===== src/hdl/event_timer_consts.vh =====
// register offsets, field positions, reset values and counts for the event timer
// assumes inclusion by bare name from the timer design files
`ifndef EVENT_TIMER_CONSTS_VH
`define EVENT_TIMER_CONSTS_VH

// register indices; a register's bus byte address is four times its index
`define TIMER_VALUE_IDX 6'h0d
`define TIMER_CONTROL_IDX 6'h0e
`define IRQ_CONTROL_IDX 6'h04
`define PIN_CONFIG_IDX 6'h05

// byte addresses on the register bus, one aligned word each
`define TIMER_VALUE_ADDR {`TIMER_VALUE_IDX, 2'h0}
`define TIMER_CONTROL_ADDR {`TIMER_CONTROL_IDX, 2'h0}
`define IRQ_CONTROL_ADDR {`IRQ_CONTROL_IDX, 2'h0}
`define PIN_CONFIG_ADDR {`PIN_CONFIG_IDX, 2'h0}

// control register fields
`define CTL_DIV_LO 0
`define CTL_DIV_HI 2
`define CTL_EDGE_BIT 3
`define CTL_RUN_BIT 4
`define CTL_MODE_LO 6
`define CTL_MODE_HI 7

// mode codes
`define MODE_UNUSED 2'h0
`define MODE_EVENT 2'h1
`define MODE_TIMER 2'h2
`define MODE_PULSE 2'h3

// irq control register fields
`define IRQ_ENABLE_BIT 0
`define IRQ_FLAG_BIT 5

// pin configuration register fields
`define PIN_LATCH0_BIT 0
`define PIN_LATCH1_BIT 1
`define PIN_DIR0_BIT 2
`define PIN_DIR1_BIT 3
`define PIN_BUZZ_BIT 4

// reset values
`define CTL_RESET 8'h08
`define IRQCTL_RESET 8'h00
`define PINCFG_RESET 8'h0f
`define VALUE_RESET 8'h00

// counter span
`define COUNT_MAX 8'hff

`endif


===== src/hdl/event_timer_with_buzzer_out.v =====
// event timer: 8-bit up counter with preload, prescaler, three modes and
// a buzzer pair, reached over an ahb-lite slave
// assumes one clock, synchronous reset and a raw asynchronous input pin
`timescale 1ns/1ns
`default_nettype none
`include "event_timer_consts.vh"

module event_timer_with_buzzer_out (
   // clock and reset
   input wire ref_clk,
   input wire sys_rst,
   // ahb-lite slave
   input wire hsel,
   input wire [7:0] haddr,
   input wire [1:0] htrans,
   input wire hwrite,
   input wire [2:0] hsize,
   input wire [31:0] hwdata,
   input wire hready,
   output wire hreadyout,
   output wire hresp,
   output reg [31:0] hrdata,
   // external event pin
   input wire timerPin,
   // shared port b pins, bit 0 and bit 1
   input wire portBIn0,
   input wire portBIn1,
   output reg portBOut0,
   output reg portBOut1,
   output reg portBOe0,
   output reg portBOe1,
   // system side
   input wire haltActive,
   output reg wakeUp,
   output wire irqRequest
);

   // -----------------------------------------------------------------
   // state machine states for pulse measurement
   // -----------------------------------------------------------------
   localparam [2:0] PW_IDLE = 3'b001;
   localparam [2:0] PW_WAIT = 3'b010;
   localparam [2:0] PW_MEAS = 3'b100;

   // -----------------------------------------------------------------
   // declarations
   // -----------------------------------------------------------------
   reg [7:0] timerCount_r;
   reg [7:0] preload_r;
   reg [7:0] ctl_r;
   reg [7:0] irqCtl_r;
   reg [7:0] pinCfg_r;
   reg freqOut_r;
   reg [2:0] pwState_r;
   reg [2:0] pwState_nxt;
   reg pinSync1_r;
   reg pinSync2_r;
   reg pinSync3_r;
   reg pinLevel_r;
   reg dataPhase_r;
   reg dataWrite_r;
   reg [7:0] dataAddr_r;
   reg readBlock;
   reg countTick;
   reg [7:0] timerCount_nxt;
   reg runClear;
   wire prescTick;
   wire [1:0] mode;
   wire edgeFall;
   wire runOn;
   wire pinRise;
   wire pinFall;
   wire activeEdge;
   wire returnEdge;
   wire overflow;
   wire addrPhase;
   wire wrValue;
   wire wrControl;
   wire wrIrq;
   wire wrPin;
   wire [7:0] wrByte;
   wire buzzOn;

   // -----------------------------------------------------------------
   // functions
   // -----------------------------------------------------------------
   // register read decode; unmapped addresses read as zero
   function [7:0] regRead;
      input [7:0] addr;
      input [7:0] cnt;
      input [7:0] ctl;
      input [7:0] irq;
      input [7:0] pin;
      begin
         case (addr)
            `TIMER_VALUE_ADDR: regRead = cnt;
            `TIMER_CONTROL_ADDR: regRead = ctl & 8'hdf;
            `IRQ_CONTROL_ADDR: regRead = irq & 8'h21;
            `PIN_CONFIG_ADDR: regRead = pin & 8'h1f;
            default: regRead = 8'h00;
         endcase
      end
   endfunction

   // -----------------------------------------------------------------
   // control field decode
   // -----------------------------------------------------------------
   assign mode = ctl_r[`CTL_MODE_HI:`CTL_MODE_LO];
   assign edgeFall = ctl_r[`CTL_EDGE_BIT];
   assign runOn = ctl_r[`CTL_RUN_BIT];
   assign buzzOn = pinCfg_r[`PIN_BUZZ_BIT];

   // -----------------------------------------------------------------
   // prescaler
   // -----------------------------------------------------------------
   clock_divider u_div (
      .ref_clk(ref_clk),
      .sys_rst(sys_rst),
      .divSel(ctl_r[`CTL_DIV_HI:`CTL_DIV_LO]),
      .tick(prescTick)
   );

   // -----------------------------------------------------------------
   // input pin synchroniser and edge detect
   // -----------------------------------------------------------------
   // three stages; a change counts once stages two and three agree
   always @(posedge ref_clk) begin
      if (sys_rst) begin
         pinSync1_r <= 1'b0;
         pinSync2_r <= 1'b0;
         pinSync3_r <= 1'b0;
         pinLevel_r <= 1'b0;
      end else begin
         pinSync1_r <= timerPin;
         pinSync2_r <= pinSync1_r;
         pinSync3_r <= pinSync2_r;
         if (pinSync2_r == pinSync3_r)
            pinLevel_r <= pinSync3_r;
      end
   end

   assign pinRise = (pinSync2_r == pinSync3_r) && pinSync3_r && !pinLevel_r;
   assign pinFall = (pinSync2_r == pinSync3_r) && !pinSync3_r && pinLevel_r;
   assign activeEdge = edgeFall ? pinFall : pinRise;
   assign returnEdge = edgeFall ? pinRise : pinFall;

   // -----------------------------------------------------------------
   // ahb-lite slave
   // -----------------------------------------------------------------
   assign addrPhase = hsel && hready && htrans[1];
   assign hreadyout = 1'b1;
   assign hresp = 1'b0;
   assign wrByte = hwdata[7:0];
   assign wrValue = dataPhase_r && dataWrite_r && (dataAddr_r == `TIMER_VALUE_ADDR);
   assign wrControl = dataPhase_r && dataWrite_r && (dataAddr_r == `TIMER_CONTROL_ADDR);
   assign wrIrq = dataPhase_r && dataWrite_r && (dataAddr_r == `IRQ_CONTROL_ADDR);
   assign wrPin = dataPhase_r && dataWrite_r && (dataAddr_r == `PIN_CONFIG_ADDR);

   // address phase capture and read data
   always @(posedge ref_clk) begin
      if (sys_rst) begin
         dataPhase_r <= 1'b0;
         dataWrite_r <= 1'b0;
         dataAddr_r <= 8'h00;
         hrdata <= 32'h00000000;
      end else begin
         dataPhase_r <= addrPhase;
         dataWrite_r <= hwrite;
         dataAddr_r <= haddr;
         if (addrPhase && !hwrite)
            hrdata <= {24'h000000, regRead(haddr, timerCount_r, ctl_r, irqCtl_r, pinCfg_r)};
      end
   end

   // counter clock is held off while the value is being read
   always @* begin
      readBlock = addrPhase && !hwrite && (haddr == `TIMER_VALUE_ADDR);
   end

   // -----------------------------------------------------------------
   // pulse width state machine
   // -----------------------------------------------------------------
   always @* begin
      pwState_nxt = pwState_r;
      runClear = 1'b0;
      case (pwState_r)
         PW_IDLE: begin
            if (mode == `MODE_PULSE && runOn)
               pwState_nxt = PW_WAIT;
         end
         PW_WAIT: begin
            if (mode != `MODE_PULSE || !runOn)
               pwState_nxt = PW_IDLE;
            else if (activeEdge)
               pwState_nxt = PW_MEAS;
         end
         PW_MEAS: begin
            if (mode != `MODE_PULSE || !runOn) begin
               pwState_nxt = PW_IDLE;
            end else if (returnEdge) begin
               pwState_nxt = PW_IDLE;
               runClear = 1'b1;
            end
         end
         default: pwState_nxt = PW_IDLE;
      endcase
   end

   always @(posedge ref_clk) begin
      if (sys_rst)
         pwState_r <= PW_IDLE;
      else
         pwState_r <= pwState_nxt;
   end

   // -----------------------------------------------------------------
   // count source selection
   // -----------------------------------------------------------------
   always @* begin
      case (mode)
         `MODE_EVENT: countTick = runOn && activeEdge;
         `MODE_TIMER: countTick = runOn && prescTick;
         `MODE_PULSE: countTick = (pwState_r == PW_MEAS) && prescTick;
         default: countTick = 1'b0;
      endcase
      if (readBlock)
         countTick = 1'b0;
   end

   assign overflow = countTick && (timerCount_r == `COUNT_MAX);

   // -----------------------------------------------------------------
   // counter and preload
   // -----------------------------------------------------------------
   always @* begin
      timerCount_nxt = timerCount_r;
      if (overflow)
         timerCount_nxt = preload_r;
      else if (countTick)
         timerCount_nxt = timerCount_r + 8'h01;
      if (wrValue && !runOn)
         timerCount_nxt = wrByte;
   end

   always @(posedge ref_clk) begin
      if (sys_rst) begin
         timerCount_r <= `VALUE_RESET;
         preload_r <= `VALUE_RESET;
      end else begin
         timerCount_r <= timerCount_nxt;
         if (wrValue)
            preload_r <= wrByte;
      end
   end

   // -----------------------------------------------------------------
   // control register
   // -----------------------------------------------------------------
   // run bit cleared by hardware only when a pulse measurement completes
   always @(posedge ref_clk) begin
      if (sys_rst) begin
         ctl_r <= `CTL_RESET;
      end else if (wrControl) begin
         ctl_r <= wrByte & 8'hdf;
      end else if (runClear) begin
         ctl_r[`CTL_RUN_BIT] <= 1'b0;
      end
   end

   // -----------------------------------------------------------------
   // interrupt control: flag and enable
   // -----------------------------------------------------------------
   // overflow set wins over a software clear in the same cycle
   always @(posedge ref_clk) begin
      if (sys_rst) begin
         irqCtl_r <= `IRQCTL_RESET;
      end else begin
         if (wrIrq) begin
            irqCtl_r[`IRQ_ENABLE_BIT] <= wrByte[`IRQ_ENABLE_BIT];
            irqCtl_r[`IRQ_FLAG_BIT] <= wrByte[`IRQ_FLAG_BIT] | overflow;
         end else if (overflow) begin
            irqCtl_r[`IRQ_FLAG_BIT] <= 1'b1;
         end
      end
   end

   assign irqRequest = irqCtl_r[`IRQ_FLAG_BIT] && irqCtl_r[`IRQ_ENABLE_BIT];

   // -----------------------------------------------------------------
   // wake-up and frequency output
   // -----------------------------------------------------------------
   always @(posedge ref_clk) begin
      if (sys_rst) begin
         wakeUp <= 1'b0;
         freqOut_r <= 1'b0;
      end else begin
         wakeUp <= overflow && haltActive;
         if (overflow)
            freqOut_r <= !freqOut_r;
      end
   end

   // -----------------------------------------------------------------
   // pin configuration register
   // -----------------------------------------------------------------
   // bits: latch0, latch1, dir0, dir1 (1 = input), buzzer option
   always @(posedge ref_clk) begin
      if (sys_rst)
         pinCfg_r <= `PINCFG_RESET;
      else if (wrPin)
         pinCfg_r <= wrByte & 8'h1f;
   end

   // -----------------------------------------------------------------
   // shared pin drive
   // -----------------------------------------------------------------
   always @(posedge ref_clk) begin
      if (sys_rst) begin
         portBOut0 <= 1'b0;
         portBOut1 <= 1'b0;
         portBOe0 <= 1'b0;
         portBOe1 <= 1'b0;
      end else begin
         portBOe0 <= !pinCfg_r[`PIN_DIR0_BIT];
         portBOe1 <= !pinCfg_r[`PIN_DIR1_BIT];
         if (buzzOn) begin
            portBOut0 <= pinCfg_r[`PIN_LATCH0_BIT] && freqOut_r;
            portBOut1 <= pinCfg_r[`PIN_LATCH0_BIT] && !freqOut_r;
         end else begin
            portBOut0 <= pinCfg_r[`PIN_LATCH0_BIT];
            portBOut1 <= pinCfg_r[`PIN_LATCH1_BIT];
         end
      end
   end

endmodule // event_timer_with_buzzer_out

`default_nettype wire


===== src/hdl/clock_divider.v =====
// prescaler: free divider of the core clock giving one-cycle ticks
// assumes a single clock domain and synchronous active-high reset
`timescale 1ns/1ns
`default_nettype none

module clock_divider (
   // clock and reset
   input wire ref_clk,
   input wire sys_rst,
   // divider selection
   input wire [2:0] divSel,
   // one-cycle tick at the selected rate
   output reg tick
);

   reg [7:0] divCnt_r;
   wire [7:0] divCnt_nxt;
   wire [7:0] divMask;

   // mask of low bits that must all be one: 000 -> /2 ... 111 -> /256
   assign divMask = (8'h02 << divSel) - 8'h01;
   assign divCnt_nxt = divCnt_r + 8'h01;

   // counter and tick
   always @(posedge ref_clk) begin
      if (sys_rst) begin
         divCnt_r <= 8'h00;
         tick <= 1'b0;
      end else begin
         divCnt_r <= divCnt_nxt;
         tick <= ((divCnt_r & divMask) == divMask);
      end
   end

endmodule // clock_divider

`default_nettype wire


===== config.mk =====
export PLATFORM = sky130hd
export DESIGN_NAME = event_timer_with_buzzer_out
export DESIGN_NICKNAME = d
export VERILOG_FILES = /design/src/hdl/event_timer_with_buzzer_out.v /design/src/hdl/clock_divider.v
export VERILOG_INCLUDE_DIRS = /design/src /design/src/hdl
export SDC_FILE = /design/constraint.sdc
export NUM_CORES = 1
export LEC_CHECK = 0
export BUFFER_PORTS_ARGS = -buffer_cell sky130_fd_sc_hd__buf_2
export CORE_UTILIZATION = 40
export DETAILED_ROUTE_END_ITERATION = 16
export PLACE_DENSITY = 0.72
export SYNTH_ARGS = -nofsm -noshare
export SYNTH_HDL_FRONTEND = slang
export SYNTH_SLANG_ARGS = --single-unit
export TNS_END_PERCENT = 30

===== constraint.sdc =====
create_clock -name ref_clk -period 2.6 [get_ports ref_clk]
set_input_delay 0.26 -clock ref_clk [delete_from_list [all_inputs] [get_ports ref_clk]]
set_output_delay 0.26 -clock ref_clk [all_outputs]
set_load 0.005 [all_outputs]

# After elaboration in Yosys (flattened, before gate mapping)
# Cells that the tools add are included.
totals:
  wordCells: 109
  rom_bits: 0
  inputBits: 54
  latch_bits: 0
  mem_count: 0
  reg_bits: 70
  ram_bits: 0
classes:
  n_eq_ne: 21
  shifts: 1
  multipliers: 0
  n_addsub: 3
  n_mux: 23
  div_mod_pow: 0
  magnitude_cmp: 0
  bitwise_logic: 2
  n_reduce_logical: 35
op_table:
  columns: ["operator", "n"]
  rows:
  - ["== test 8 x 5 -> 1 bit (second input constant)", 4]
  - ["== test 8 x 6 -> 1 bit (second input constant)", 4]
  - ["one-hot mux 8 bit (4 select lines)", 1]
  - ["2-to-1 mux 8 bit", 3]
  - ["logical AND 1 bit", 23]
  - ["adder 8 x 1 -> 8 bit (second input constant)", 2]
  - ["2-to-1 mux 3 bit", 5]
  - ["2-to-1 mux 1 bit", 12]
  - ["one-hot mux 3 bit (3 select lines)", 1]
  - ["bitwise AND 8 bit", 1]
  - ["== test 8 bit", 1]
  - ["== test 8 bit (second input constant)", 1]
  - ["<< shifter 2 x 3 -> 8 bit (first input constant)", 1]
  - ["subtractor 8 x 1 -> 8 bit (second input constant)", 1]
  - ["zero test 1 bit", 7]
  - ["!= test 3 bit (second input constant)", 2]
  - ["== test 2 bit (second input constant)", 2]
  - ["!= test 2 bit (second input constant)", 2]
  - ["nonzero test 2 bit", 2]
  - ["== test 3 x 1 -> 1 bit (second input constant)", 1]
  - ["== test 3 x 2 -> 1 bit (second input constant)", 1]
  - ["== test 3 bit (second input constant)", 1]
  - ["one-hot mux 1 bit (3 select lines)", 1]
  - ["AND reduction 3 bit", 1]
  - ["5 further kinds", 5]

# Depth between registers and ports, before layout
# Gate-level depths: netlist (run 1).
logic_depth:
  ltp_word: 10
  mapped_depth: 9
  ltp_nobuf: 8

# By module
# A second synthesis (run 1) with hierarchy kept.
unflattened:
  hier_cells: 399
  hier_area_um2: 3533.4
modules_own_cells:
  columns: ["mod", "area_each_um2", "n_inst", "cells_each"]
  rows:
  - ["event_timer_with_buzzer_out", 3027.9, 1, 341]
  - ["clock_divider", 505.5, 1, 58]

# Least setup slack after synthesis (run 1)
# OpenSTA, ideal clock, no wires.
synth_path:
  path_kind: "flip-flop to flip-flop"
  start: "reg pinSync3_r"
  end: "reg freqOut_r"
  t_arrival_ns: 1.748
  stages_incl_launch_ff: 7
  synth_period_minus_slack_ns: 1.818
  path_slack_ns: 0.782
  path_cell_list: "dfxtp_1 > ha_1 > nor3b_1 > a31o_1 > a41oi_1 > or4_1 > a21oi_1"
synth_via:
  elab_chain_len: 8
  elab_cells_between_ends: 11
synth_rtl:
  columns: ["item", "line_no", "source"]
  rows:
  - ["start, declared", "event_timer_with_buzzer_out.v:58", "reg pinSync3_r;"]
  - ["start signal, assigned", "event_timer_with_buzzer_out.v:136", "pinSync3_r <= pinSync2_r;"]
  - ["== test 1 bit / zero test 1 bit (equally long branches)", "event_timer_with_buzzer_out.v:142, event_timer_with_buzzer_out.v:143", null]
  - ["logical AND 1 bit, on equally long branches (2 in a row)", "event_timer_with_buzzer_out.v:142, event_timer_with_buzzer_out.v:143", null]
  - ["2-to-1 mux 1 bit (*)", "event_timer_with_buzzer_out.v:144", "assign activeEdge = edgeFall ? pinFall : pinRise;"]
  - ["logical AND 1 bit (*)", "event_timer_with_buzzer_out.v:221", "`MODE_EVENT: countTick = runOn && activeEdge;"]
  - ["one-hot mux 1 bit (3 select lines) (*)", "event_timer_with_buzzer_out.v:220", "case (mode)"]
  - ["2-to-1 mux 1 bit (*)", "event_timer_with_buzzer_out.v:226", "if (readBlock)"]
  - ["logical AND 1 bit (*)", "event_timer_with_buzzer_out.v:230", "assign overflow = countTick && (timerCount_r == `COUNT_MAX);"]
  - ["end signal, assigned", "event_timer_with_buzzer_out.v:299", "freqOut_r <= !freqOut_r;"]
  - ["end, declared", "event_timer_with_buzzer_out.v:53", "reg freqOut_r;"]
# Mark *: on every way between the ends. The rest lies on a longest branch, timed or not.
# A chain may end at the register's enable or synchronous reset.

# Worst setup path in the final report (run 1)
# Same ends and word-level chain as after synthesis.

==> impl_metrics.json, run 1 <==
{
  "status": "finished, final reports clean",
  "syn_area_um2": 3483,
  "slew_violations": 0,
  "fin_skew_ns": 0.006689,
  "die_h_um": 95.32,
  "grt_pass1_vias": 2597,
  "cts_root_buf": "clkbuf_8",
  "switchingPower_mw": 0.5269,
  "period_needed_ns": 2.079,
  "r2r_slack_ns": 0.52,
  "post_cts_buffers": 0,
  "antenna_found_initial": 0,
  "ctsResizeCount": 0,
  "syn_avg_cell_area_um2": 8.752,
  "yosys.cell_types.count": 56,
  "rows": 33,
  "finalSetupViolCount": 0,
  "antenna_left": 0,
  "comb_power_share_pct": 5.2,
  "finalHoldViolations": 0,
  "critical_path_class": "reg2reg",
  "ios": 94,
  "power.clock.fraction_pct": 43.2,
  "drtIter0Drc": 217,
  "path_cells": "ha_1 -> nor3b_1 -> a31o_1 -> a41oi_1 -> or4_1 -> a21oi_1",
  "final_common_cell": "dfxtp_1",
  "core_um2": 8341,
  "path_max_fanout": 5,
  "overflow": 0,
  "max_freq_mhz": 481.1,
  "routed_wl_mm": 8.002,
  "port_buffers": 37,
  "final-seq-area_um2": 1401,
  "diodes": 0,
  "power_density_nw_per_um2": 550.2,
  "setup_slack_ns": 0.5215,
  "finalCritPeriodShare_pct": 79.94,
  "timing.critical_path.arrival_ns": 2.37,
  "remaining_drc_errors": 0,
  "max_stage_delay_ns": 0.56,
  "die_area_um2": 9086,
  "place_ws_ns": 0.5475,
  "final_cell_mix": "70 x dfxtp_1, 43 x nor2_1, 37 x buf_2, 33 x nand2_1, 27 x mux2i_1",
  "areaGrowthSynthToFinish_pct": 11.10,
  "ctsLongestPathBuffers": 2,
  "power_leakage_nw": 1.540,
  "intPower_mw": 1.602,
  "ys_warn_count": 0,
  "synth-seq-cells": 70,
  "placed_area_um2": 3661,
  "start_kind": "flip-flop",
  "cts.sinks": 70,
  "cp-end-kind": "flip-flop",
  "grt_use_total_pct": 18.66,
  "dp_hpwl_mm": 5.637,
  "grt_max_degree": 34,
  "rsz0062_at_grt": "false",
  "synth-edff-count": 0,
  "dieWidth_um": 95.32,
  "drive_gt1_share_pct": 15.60,
  "switching_share_pct": 24.75,
  "fill_cells": 820,
  "clk_latency_ns": 0.36,
  "clk_pin_slew_ns": 0.08,
  "cts_max_level": 3,
  "drt-pass1-iter-count": 5,
  "ys.flop_type": "dfxtp_1",
  "async_flop_share_pct": 0,
  "placedCellCount": 525,
  "min_path_type": "in2reg",
  "peakVddDrop_v": 0.0002153,
  "vias": 2969,
  "wl_per_cell_um": 14.79,
  "p_seq_share_pct": 51.6,
  "max_slew_margin_pct": 52.63,
  "timing.setup.tns_ns": 0,
  "ys_seq_area_share_pct": 40.23,
  "num-nets-final": 490,
  "required_ns": 2.89,
  "fin_cells": 541,
  "slowest_stage": "or4_1",
  "maxCapViolations": 0,
  "initial_core_util_pct": 41.76,
  "multiInputGateArea_um2": 1861,
  "stdcell_area_um2": 3870,
  "grt_pass1_wl_mm": 12.85,
  "cts_tree": "yes",
  "tightest_slew_ns": 0.7053,
  "cts_hold_buf": 0,
  "numCtsBuffers": 9,
  "gp_congestion": 0.8005,
  "vias_per_cell": 5.488,
  "synthCells": 398
}
-- power by group through the flow --
stage | Clock [mW] | Combinational [mW] | Sequential (mW)
global placement | 0 | 0.108 | 1.12
detailed placement | 0 | 0.109 | 1.12
floorplan | 0 | 0.0926 | 1.12
CTS | 0.937 | 0.110 | 1.10
finish | 0.919 | 0.111 | 1.10
global route | 0.988 | 0.124 | 1.10
-- cell type report --
class / instances / area share (%)
multi-input combinational: 296 / 48.08
sequential: 70 / 36.21
timing repair buffer: 42 / 5.755
clock buffer: 10 / 3.556
tap: 105 / 3.395
clock inverter: 6 / 1.843
inverter: 12 / 1.164
-- worst max-delay path, delay by kind of cell (launching register included) --
family / cells / cell delay (ns)
AOI/OAI and AO/OA: 3 / 0.56
adders and majority gates: 1 / 0.20
DFF: 1 / 0.35
and+or+nand+nor: 2 / 0.90
-- through the flow --
| step | hold WS [ns] | power [mW] | util [%] |
|---|---|---|---|
| 2_1_floorplan | 0.3851 | 1.214 | - |
| 3_3_place_gp | 0.4211 | 1.232 | 43.89 |
| 3_5_place_dp | 0.4377 | 1.234 | 43.89 |
| 4_1_cts | 0.1084 | 2.147 | 46.40 |
| 5_1_grt | 0.1124 | 2.215 | 46.40 |
| 6_report | 0.1199 | 2.129 | 46.40 |
-- synthesized netlist by cell type, types with 5 or more instances --
master	instances	area [µm²]
buf_4	26	195.2
mux2i_1	27	270.3
clkbuf_1	10	37.54
inv_1	11	41.29
buf_1	5	18.77
a22oi_1	8	60.06
dfxtp_1	70	1401
nor2_1	43	161.4
o21ai_0	13	65.06
nor2b_1	14	87.58
and3_1	6	37.54
nand4_1	9	56.30
ha_1	5	62.56
a21oi_1	13	65.06
o211ai_1	10	75.07
nor3b_1	5	37.54
nand3_1	13	65.06
a31oi_1	5	31.28
nand2_1	33	123.9
xnor2_1	5	43.79
-- metal layers --
| layer | global-route usage [%] | share of wire [%] | vias to the layer above |
|---|---|---|---|
| li1 | - | - | 1440 |
| met1 | 26.23 | 48 | 1392 |
| met2 | 27.14 | 44 | 120 |
| met3 | 3.190 | 5.7 | 17 |
| met4 | 9.596 | 2.3 | 0 |
| met5 | 0 | 0 | - |
-- registers in the layout, indices dropped and copies added, names as in the netlist, 2 cells and up --
signal          cells
irqCtl_r            2
u_div.divCnt_r      8
preload_r           8
pinCfg_r            5
timerCount_r        8
ctl_r               7
pwState_r           3
dataAddr_r          8
hrdata              8
-- worst paths after layout --
check / cells past startpoint / end / startpoint
worst max-delay path: 6 / freqOut_r$_SDFFE_PP0P_ / pinSync3_r$_SDFF_PP0_
worst min-delay path: 2 / pinSync1_r$_SDFF_PP0_ / timerPin
worst min register to register: 1 / pinSync2_r$_SDFF_PP0_ / pinSync1_r$_SDFF_PP0_
worst max register to register: 6 / freqOut_r$_SDFFE_PP0P_ / pinSync3_r$_SDFF_PP0_
-- kinds of logic after synthesis --
kind of cell | synth area share (%)
buf+inv | 8.944
other cells | 0.2156
mux | 9.052
xor+xnor | 2.012
simple gates | 23.92
flops | 40.23
fa+ha+maj | 1.796
compound gates | 13.83
(Power assumes the default switching activity.)
==> run 2, diff against run 1 <==
- PLACE_DENSITY: 0.72 -> 0.74
- clock period: 2.6 -> 1.9 ns (I/O delays scaled with it)
==> run 2 against run 1 <==
  * Count of clock-buffer cells in the layout is 2 higher
  * Cell area increased by 4.6%
  * Routed wire length up 3.2%
  * Combinational power up 40%
  * Maximum frequency is 14% higher
  * First-iteration DRC count decreased by 4.1%
  * Via count increased by 1.3%
  * Utilization grew 2.1 points
  * Global-route usage increased by 0.71 points
  * Power increased by 36%
  * Register-to-register slack worse by 0.45 ns
  * Non-clock buffer count increased by 20
  * Critical endpoint is now timerCount_r[2]$_SDFFE_PP0P_
  * Largest cell class unchanged
  * Highest routed layer unchanged
==> impl_metrics.json, run 2 (same netlist as run 1, synthesis figures left out) <==
{
  "drive_gt1_share_pct": 20.39,
  "finalPower_mw": 2.904,
  "timing.critical_path.arrival_ns": 2.06,
  "cts_root_buf": "clkbuf_8",
  "final_cell_mix": "68 x dfxtp_1, 43 x nor2_1, 37 x buf_2, 33 x nand2_1, 27 x mux2i_1",
  "min_path_type": "in2reg",
  "port_buffers": 37,
  "ios": 94,
  "status": "finished, final reports clean",
  "peakVddDrop_v": 0.0003189,
  "overflow": 0,
  "num-nets-final": 510,
  "hp-start": "timerPin",
  "die_area_um2": 9086,
  "setup_slack_ns": 0.07598,
  "cts.sinks": 70,
  "period_needed_ns": 1.824,
  "cp-end-kind": "flip-flop",
  "die_h_um": 95.32,
  "max_freq_mhz": 548.2,
  "grt_pass1_vias": 2838,
  "numCtsBuffers": 9,
  "antenna_found_initial": 0,
  "cts_max_level": 3,
  "drt-pass1-iter-count": 5,
  "clk_latency_ns": 0.35,
  "switching_share_pct": 23.22,
  "power_density_nw_per_um2": 717.3,
  "r2r_start": "pinSync2_r$_SDFF_PP0_",
  "dp_hpwl_mm": 6.063,
  "drtIter0Drc": 208,
  "path_cells": "ha_1 -> nor3b_4 -> a31o_1 -> a41o_1 -> a31o_1 -> a32o_1",
  "rows": 33,
  "rsz0062_at_grt": "false",
  "comb_power_share_pct": 5.3,
  "wl_per_cell_um": 14.72,
  "ctsLongestPathBuffers": 2,
  "finalCritPeriodShare_pct": 96.00,
  "areaGrowthSynthToFinish_pct": 16.24,
  "antenna_left": 0,
  "final_common_cell": "dfxtp_1",
  "finalSetupViolCount": 0,
  "rr_worst_depth": 6,
  "dieWidth_um": 95.32,
  "routed_wl_mm": 8.258,
  "max_stage_delay_ns": 0.34,
  "hold_end": "pinSync1_r$_SDFF_PP0_",
  "cp_num_buf_inv": 0,
  "slew_violations": 0,
  "cts_tree": "yes",
  "crit_top_cell": "a31o_1",
  "slowest_stage": "a41o_1",
  "finalHoldViolations": 0,
  "place_ws_ns": -0.001993,
  "grt_use_total_pct": 19.37,
  "initial_core_util_pct": 41.76,
  "rr_endpoint": "timerCount_r[2]$_SDFFE_PP0P_",
  "fill_cells": 803,
  "r2r_slack_ns": 0.08,
  "clk_pin_slew_ns": 0.07,
  "critical_path_class": "reg2reg",
  "path_max_fanout": 6,
  "grt_max_degree": 28,
  "crit_family": "compound AO/OA/AOI/OAI gates",
  "post_cts_buffers": 0,
  "p_seq_share_pct": 51.8,
  "fin_util_pct": 48.54,
  "maxCapViolations": 0,
  "grt_pass1_wl_mm": 13.38,
  "diodes": 0,
  "start_kind": "flip-flop",
  "fin_skew_ns": 0.01097,
  "core_um2": 8341,
  "vias": 3009,
  "switchingPower_mw": 0.6745,
  "remaining_drc_errors": 0,
  "required_ns": 2.13,
  "intPower_mw": 2.230,
  "gp_congestion": 0.9088,
  "power_leakage_nw": 1.655,
  "power.clock.fraction_pct": 42.8,
  "whs_path_depth": 2,
  "vias_per_cell": 5.364
}
==> run 2: power groups by stage <==
stage	logic (mW)	clock network (mW)	registers [mW]
CTS	0.154	1.27	1.51
global placement	0.149	0	1.54
floorplan	0.127	0	1.53
detailed placement	0.152	0	1.54
global route	0.175	1.33	1.51
finish	0.155	1.24	1.51
==> run 2: cell type report <==
type / instances / area [µm²] / share of cell area (%)
Clock buffer: 12 / 155.1 / 3.832
Clock inverter: 4 / 55.05 / 1.360
Inverter: 12 / 45.04 / 1.112
Multi-Input combinational cell: 296 / 1886 / 46.57
Sequential cell: 70 / 1404 / 34.67
Tap cell: 105 / 131.4 / 3.245
Timing Repair Buffer: 62 / 372.9 / 9.209
==> run 2: metrics by stage <==
stage / std cells / setup TNS, ns / hold slack [ns] / area [µm²]
floorplan: 422 / 0 / 0.3151 / 3573
global placement: 545 / 0 / 0.4112 / 3811
detailed placement: 545 / -0.001993 / 0.4198 / 3811
CTS: 561 / 0 / 0.05585 / 4034
global route: 561 / 0 / 0.05050 / 4049
finish: 561 / 0 / 0.06008 / 4049
==> run 2: worst max-delay path by stage <==
stage,start,end,slack (ns),cells after the start
4_1_cts,pwState_r[1]$_SDFFE_PP0P_,freqOut_r$_SDFFE_PP0P_,0.05,5
2_1_floorplan,pinSync3_r$_SDFF_PP0_,freqOut_r$_SDFFE_PP0P_,0.08,6
6_report,pinSync2_r$_SDFF_PP0_,timerCount_r[2]$_SDFFE_PP0P_,0.08,6
3_5_place_dp,pinSync3_r$_SDFF_PP0_,freqOut_r$_SDFFE_PP0P_,-0.002,6
3_3_place_gp,pinSync3_r$_SDFF_PP0_,freqOut_r$_SDFFE_PP0P_,0.03,6
5_1_grt,dataAddr_r[0]$_SDFF_PP0_,pinCfg_r[0]$_SDFFE_PP1P_,0.006,6
==> run 2: worst register-to-register path, cell delays in order (launching register included) <==
cell and delay (ns):
dfxtp_2 0.32, ha_1 0.20, nor3b_4 0.15, a31o_1 0.22, a41o_1 0.34, a31o_1 0.24
a32o_1 0.25
==> run 2: routing by layer <==
layer  share of wire, %  global-route usage (%)  routed length [µm]  vias to the layer above
met1                 45                   23.83                3734                     1380
met4                2.9                   8.586                 239                        0
met5                  0                       0                   0                        -
met2                 46                   31.25                3759                      133
li1                   -                       -                   -                     1473
met3                6.4                   5.582                 525                       23
==> run 2: what timing repair did <==
action | 4_1_cts | 5_1_grt
hold buffers | 0 | 0
endpoints found under the setup margin | 1 | 6
pin swaps | 0 | 3
resized for setup | 2 | 5
==> run 3, diff against run 2 <==
- CORE_ASPECT_RATIO: default -> 1.2
==> run 3 against run 2 <==
  * Cell count is 1.6% higher
  * Power is 2.1% lower
  * Setup slack better by 0.014 ns
  * Critical path type unchanged
  * Largest cell class unchanged
==> impl_metrics.json, run 3 (same netlist as run 1, synthesis figures left out) <==
{
  "grtUsageMet3_pct": 3.413,
  "grtUsageMet2_pct": 31.55,
  "ctsLongestPathBuffers": 2,
  "die_area_um2": 9087,
  "timing.critical_path.arrival_ns": 2.07,
  "drt-pass1-iter-count": 4,
  "critical_path_class": "reg2reg",
  "rows": 36,
  "period_needed_ns": 1.810,
  "numCtsBuffers": 9,
  "dieWidth_um": 87.19,
  "grt_max_degree": 27,
  "placed_area_um2": 3835,
  "required_ns": 2.16,
  "peakVddDrop_v": 0.0003712,
  "overflow": 0,
  "crit_top_cell": "a31o_1",
  "maxCapViolations": 0,
  "clk_pin_slew_ns": 0.08,
  "cts.sinks": 70,
  "path_max_fanout": 10,
  "port_buffers": 37,
  "remaining_drc_errors": 0,
  "switching_share_pct": 24.30,
  "tightest_slew_ns": 0.5677,
  "max_stage_delay_ns": 0.37,
  "comb_power_share_pct": 5.6,
  "start_kind": "flip-flop",
  "gp_congestion": 0.8530,
  "clk_latency_ns": 0.36,
  "use_met1_pct": 23.60,
  "min_path_type": "in2reg",
  "power_leakage_nw": 1.643,
  "dp_hpwl_mm": 6.099,
  "drive_gt1_share_pct": 20.39,
  "cp-end-kind": "flip-flop",
  "wl_per_cell_um": 14.41,
  "grt_use_total_pct": 19.43,
  "max_slew_margin_pct": 61.64,
  "antenna_left": 0,
  "final_cell_mix": "69 x dfxtp_1, 43 x nor2_1, 37 x buf_2, 33 x nand2_1, 27 x mux2i_1",
  "grt_pass1_vias": 2875,
  "grt_pass1_wl_mm": 13.73,
  "stdcell_area_um2": 4055,
  "cts_max_level": 3,
  "placedCellCount": 554,
  "areaGrowthSynthToFinish_pct": 16.42,
  "fin_skew_ns": 0.01798,
  "num-nets-final": 510,
  "cts_root_buf": "clkbuf_8",
  "slew_violations": 0,
  "place_ws_ns": -0.01206,
  "die_h_um": 104.2,
  "final_common_cell": "dfxtp_1",
  "vias_per_cell": 5.211,
  "finalHoldViolations": 0,
  "setup_slack_ns": 0.09006,
  "switchingPower_mw": 0.6908,
  "vias": 2970,
  "status": "finished, final reports clean",
  "antenna_found_initial": 0,
  "ios": 94,
  "max_freq_mhz": 552.5,
  "power.clock.fraction_pct": 41.5,
  "drtIter0Drc": 167,
  "cts_tree": "yes",
  "p_seq_share_pct": 52.9,
  "diodes": 0,
  "slowest_stage": "a41o_2",
  "finalCritPeriodShare_pct": 95.26,
  "cts_hold_buf": 0,
  "fin_cells": 570,
  "finalSetupViolCount": 0,
  "core_um2": 8288,
  "routed_wl_mm": 8.214,
  "initial_core_util_pct": 42.03,
  "path_cells": "inv_1 -> ha_1 -> a31o_1 -> a41o_2 -> a31o_1 -> a32o_1",
  "intPower_mw": 2.153,
  "busiest_layer": "met2",
  "power_density_nw_per_um2": 701.2
}
==> run 3: cell types whose count changed in the layout (fill, tap and decap cells not counted), sizes merged <==
cell	delta
inv	+1
clkbuf	-2
clkinv	+1
==> run 3: power groups by stage <==
| stage | logic (mW) | clock network (mW) | registers [mW] |
|---|---|---|---|
| final | 0.158 | 1.18 | 1.50 |
| after floorplan | 0.127 | 0 | 1.53 |
| after global routing | 0.178 | 1.26 | 1.51 |
| after detailed placement | 0.157 | 0 | 1.54 |
| after CTS | 0.158 | 1.20 | 1.50 |
| after global placement | 0.153 | 0 | 1.54 |
==> run 3: final timing paths <==
path,from,end,cells past startpoint,slack (ns)
worst min-delay path,timerPin,pinSync1_r$_SDFF_PP0_,2,0.05
worst max-delay path,pinSync2_r$_SDFF_PP0_,timerCount_r[2]$_SDFFE_PP0P_,6,0.09
worst min register to register,pinSync1_r$_SDFF_PP0_,pinSync2_r$_SDFF_PP0_,1,0.44
worst max register to register,pinSync2_r$_SDFF_PP0_,timerCount_r[2]$_SDFFE_PP0P_,6,0.09
==> run 3: timing repair <==
action                     4_1_cts  5_1_grt
setup buffers                    0        0
setup endpoints to repair        1       11
gates resized for setup          1        7
hold endpoints to repair         0        0
pin swaps                        0        1
==> run 3: per-layer routing <==
layer / share of wire (%) / vias to the layer above / routed length (µm)
met5: 0 / - / 0
met4: 3.5 / 0 / 288
met3: 5.0 / 26 / 413
met2: 48 / 94 / 3944
met1: 43 / 1374 / 3568
li1: - / 1476 / -
==> run 3: area by class of cell <==
class / instances / area, µm²
timing repair buffer: 62 / 389.1
multi-input combinational: 296 / 1887
clock buffer: 10 / 127.6
sequential: 70 / 1403
inverter: 12 / 45.04
fill: 826 / 4233
clock inverter: 6 / 61.31
tap: 114 / 142.6
==> run 3: critical path, delay by kind of cell, from the launching register on <==
kind	cells	cell delay, ns
AOI/OAI and AO/OA	4	1.09
DFF	1	0.34
adders and majority gates	1	0.22
buffers and inverters	1	0.07
==> run 3: metrics by stage <==
stage,utilization [%],total power [mW],hold slack (ns),TNS [ns]
6_report,48.93,2.844,0.05413,0
5_1_grt,48.93,2.944,0.05929,-0.005657
4_1_cts,48.61,2.863,0.04084,0
3_5_place_dp,46.27,1.695,0.4048,-0.01206
3_3_place_gp,46.27,1.690,0.4041,0
2_1_floorplan,-,1.662,0.3151,0
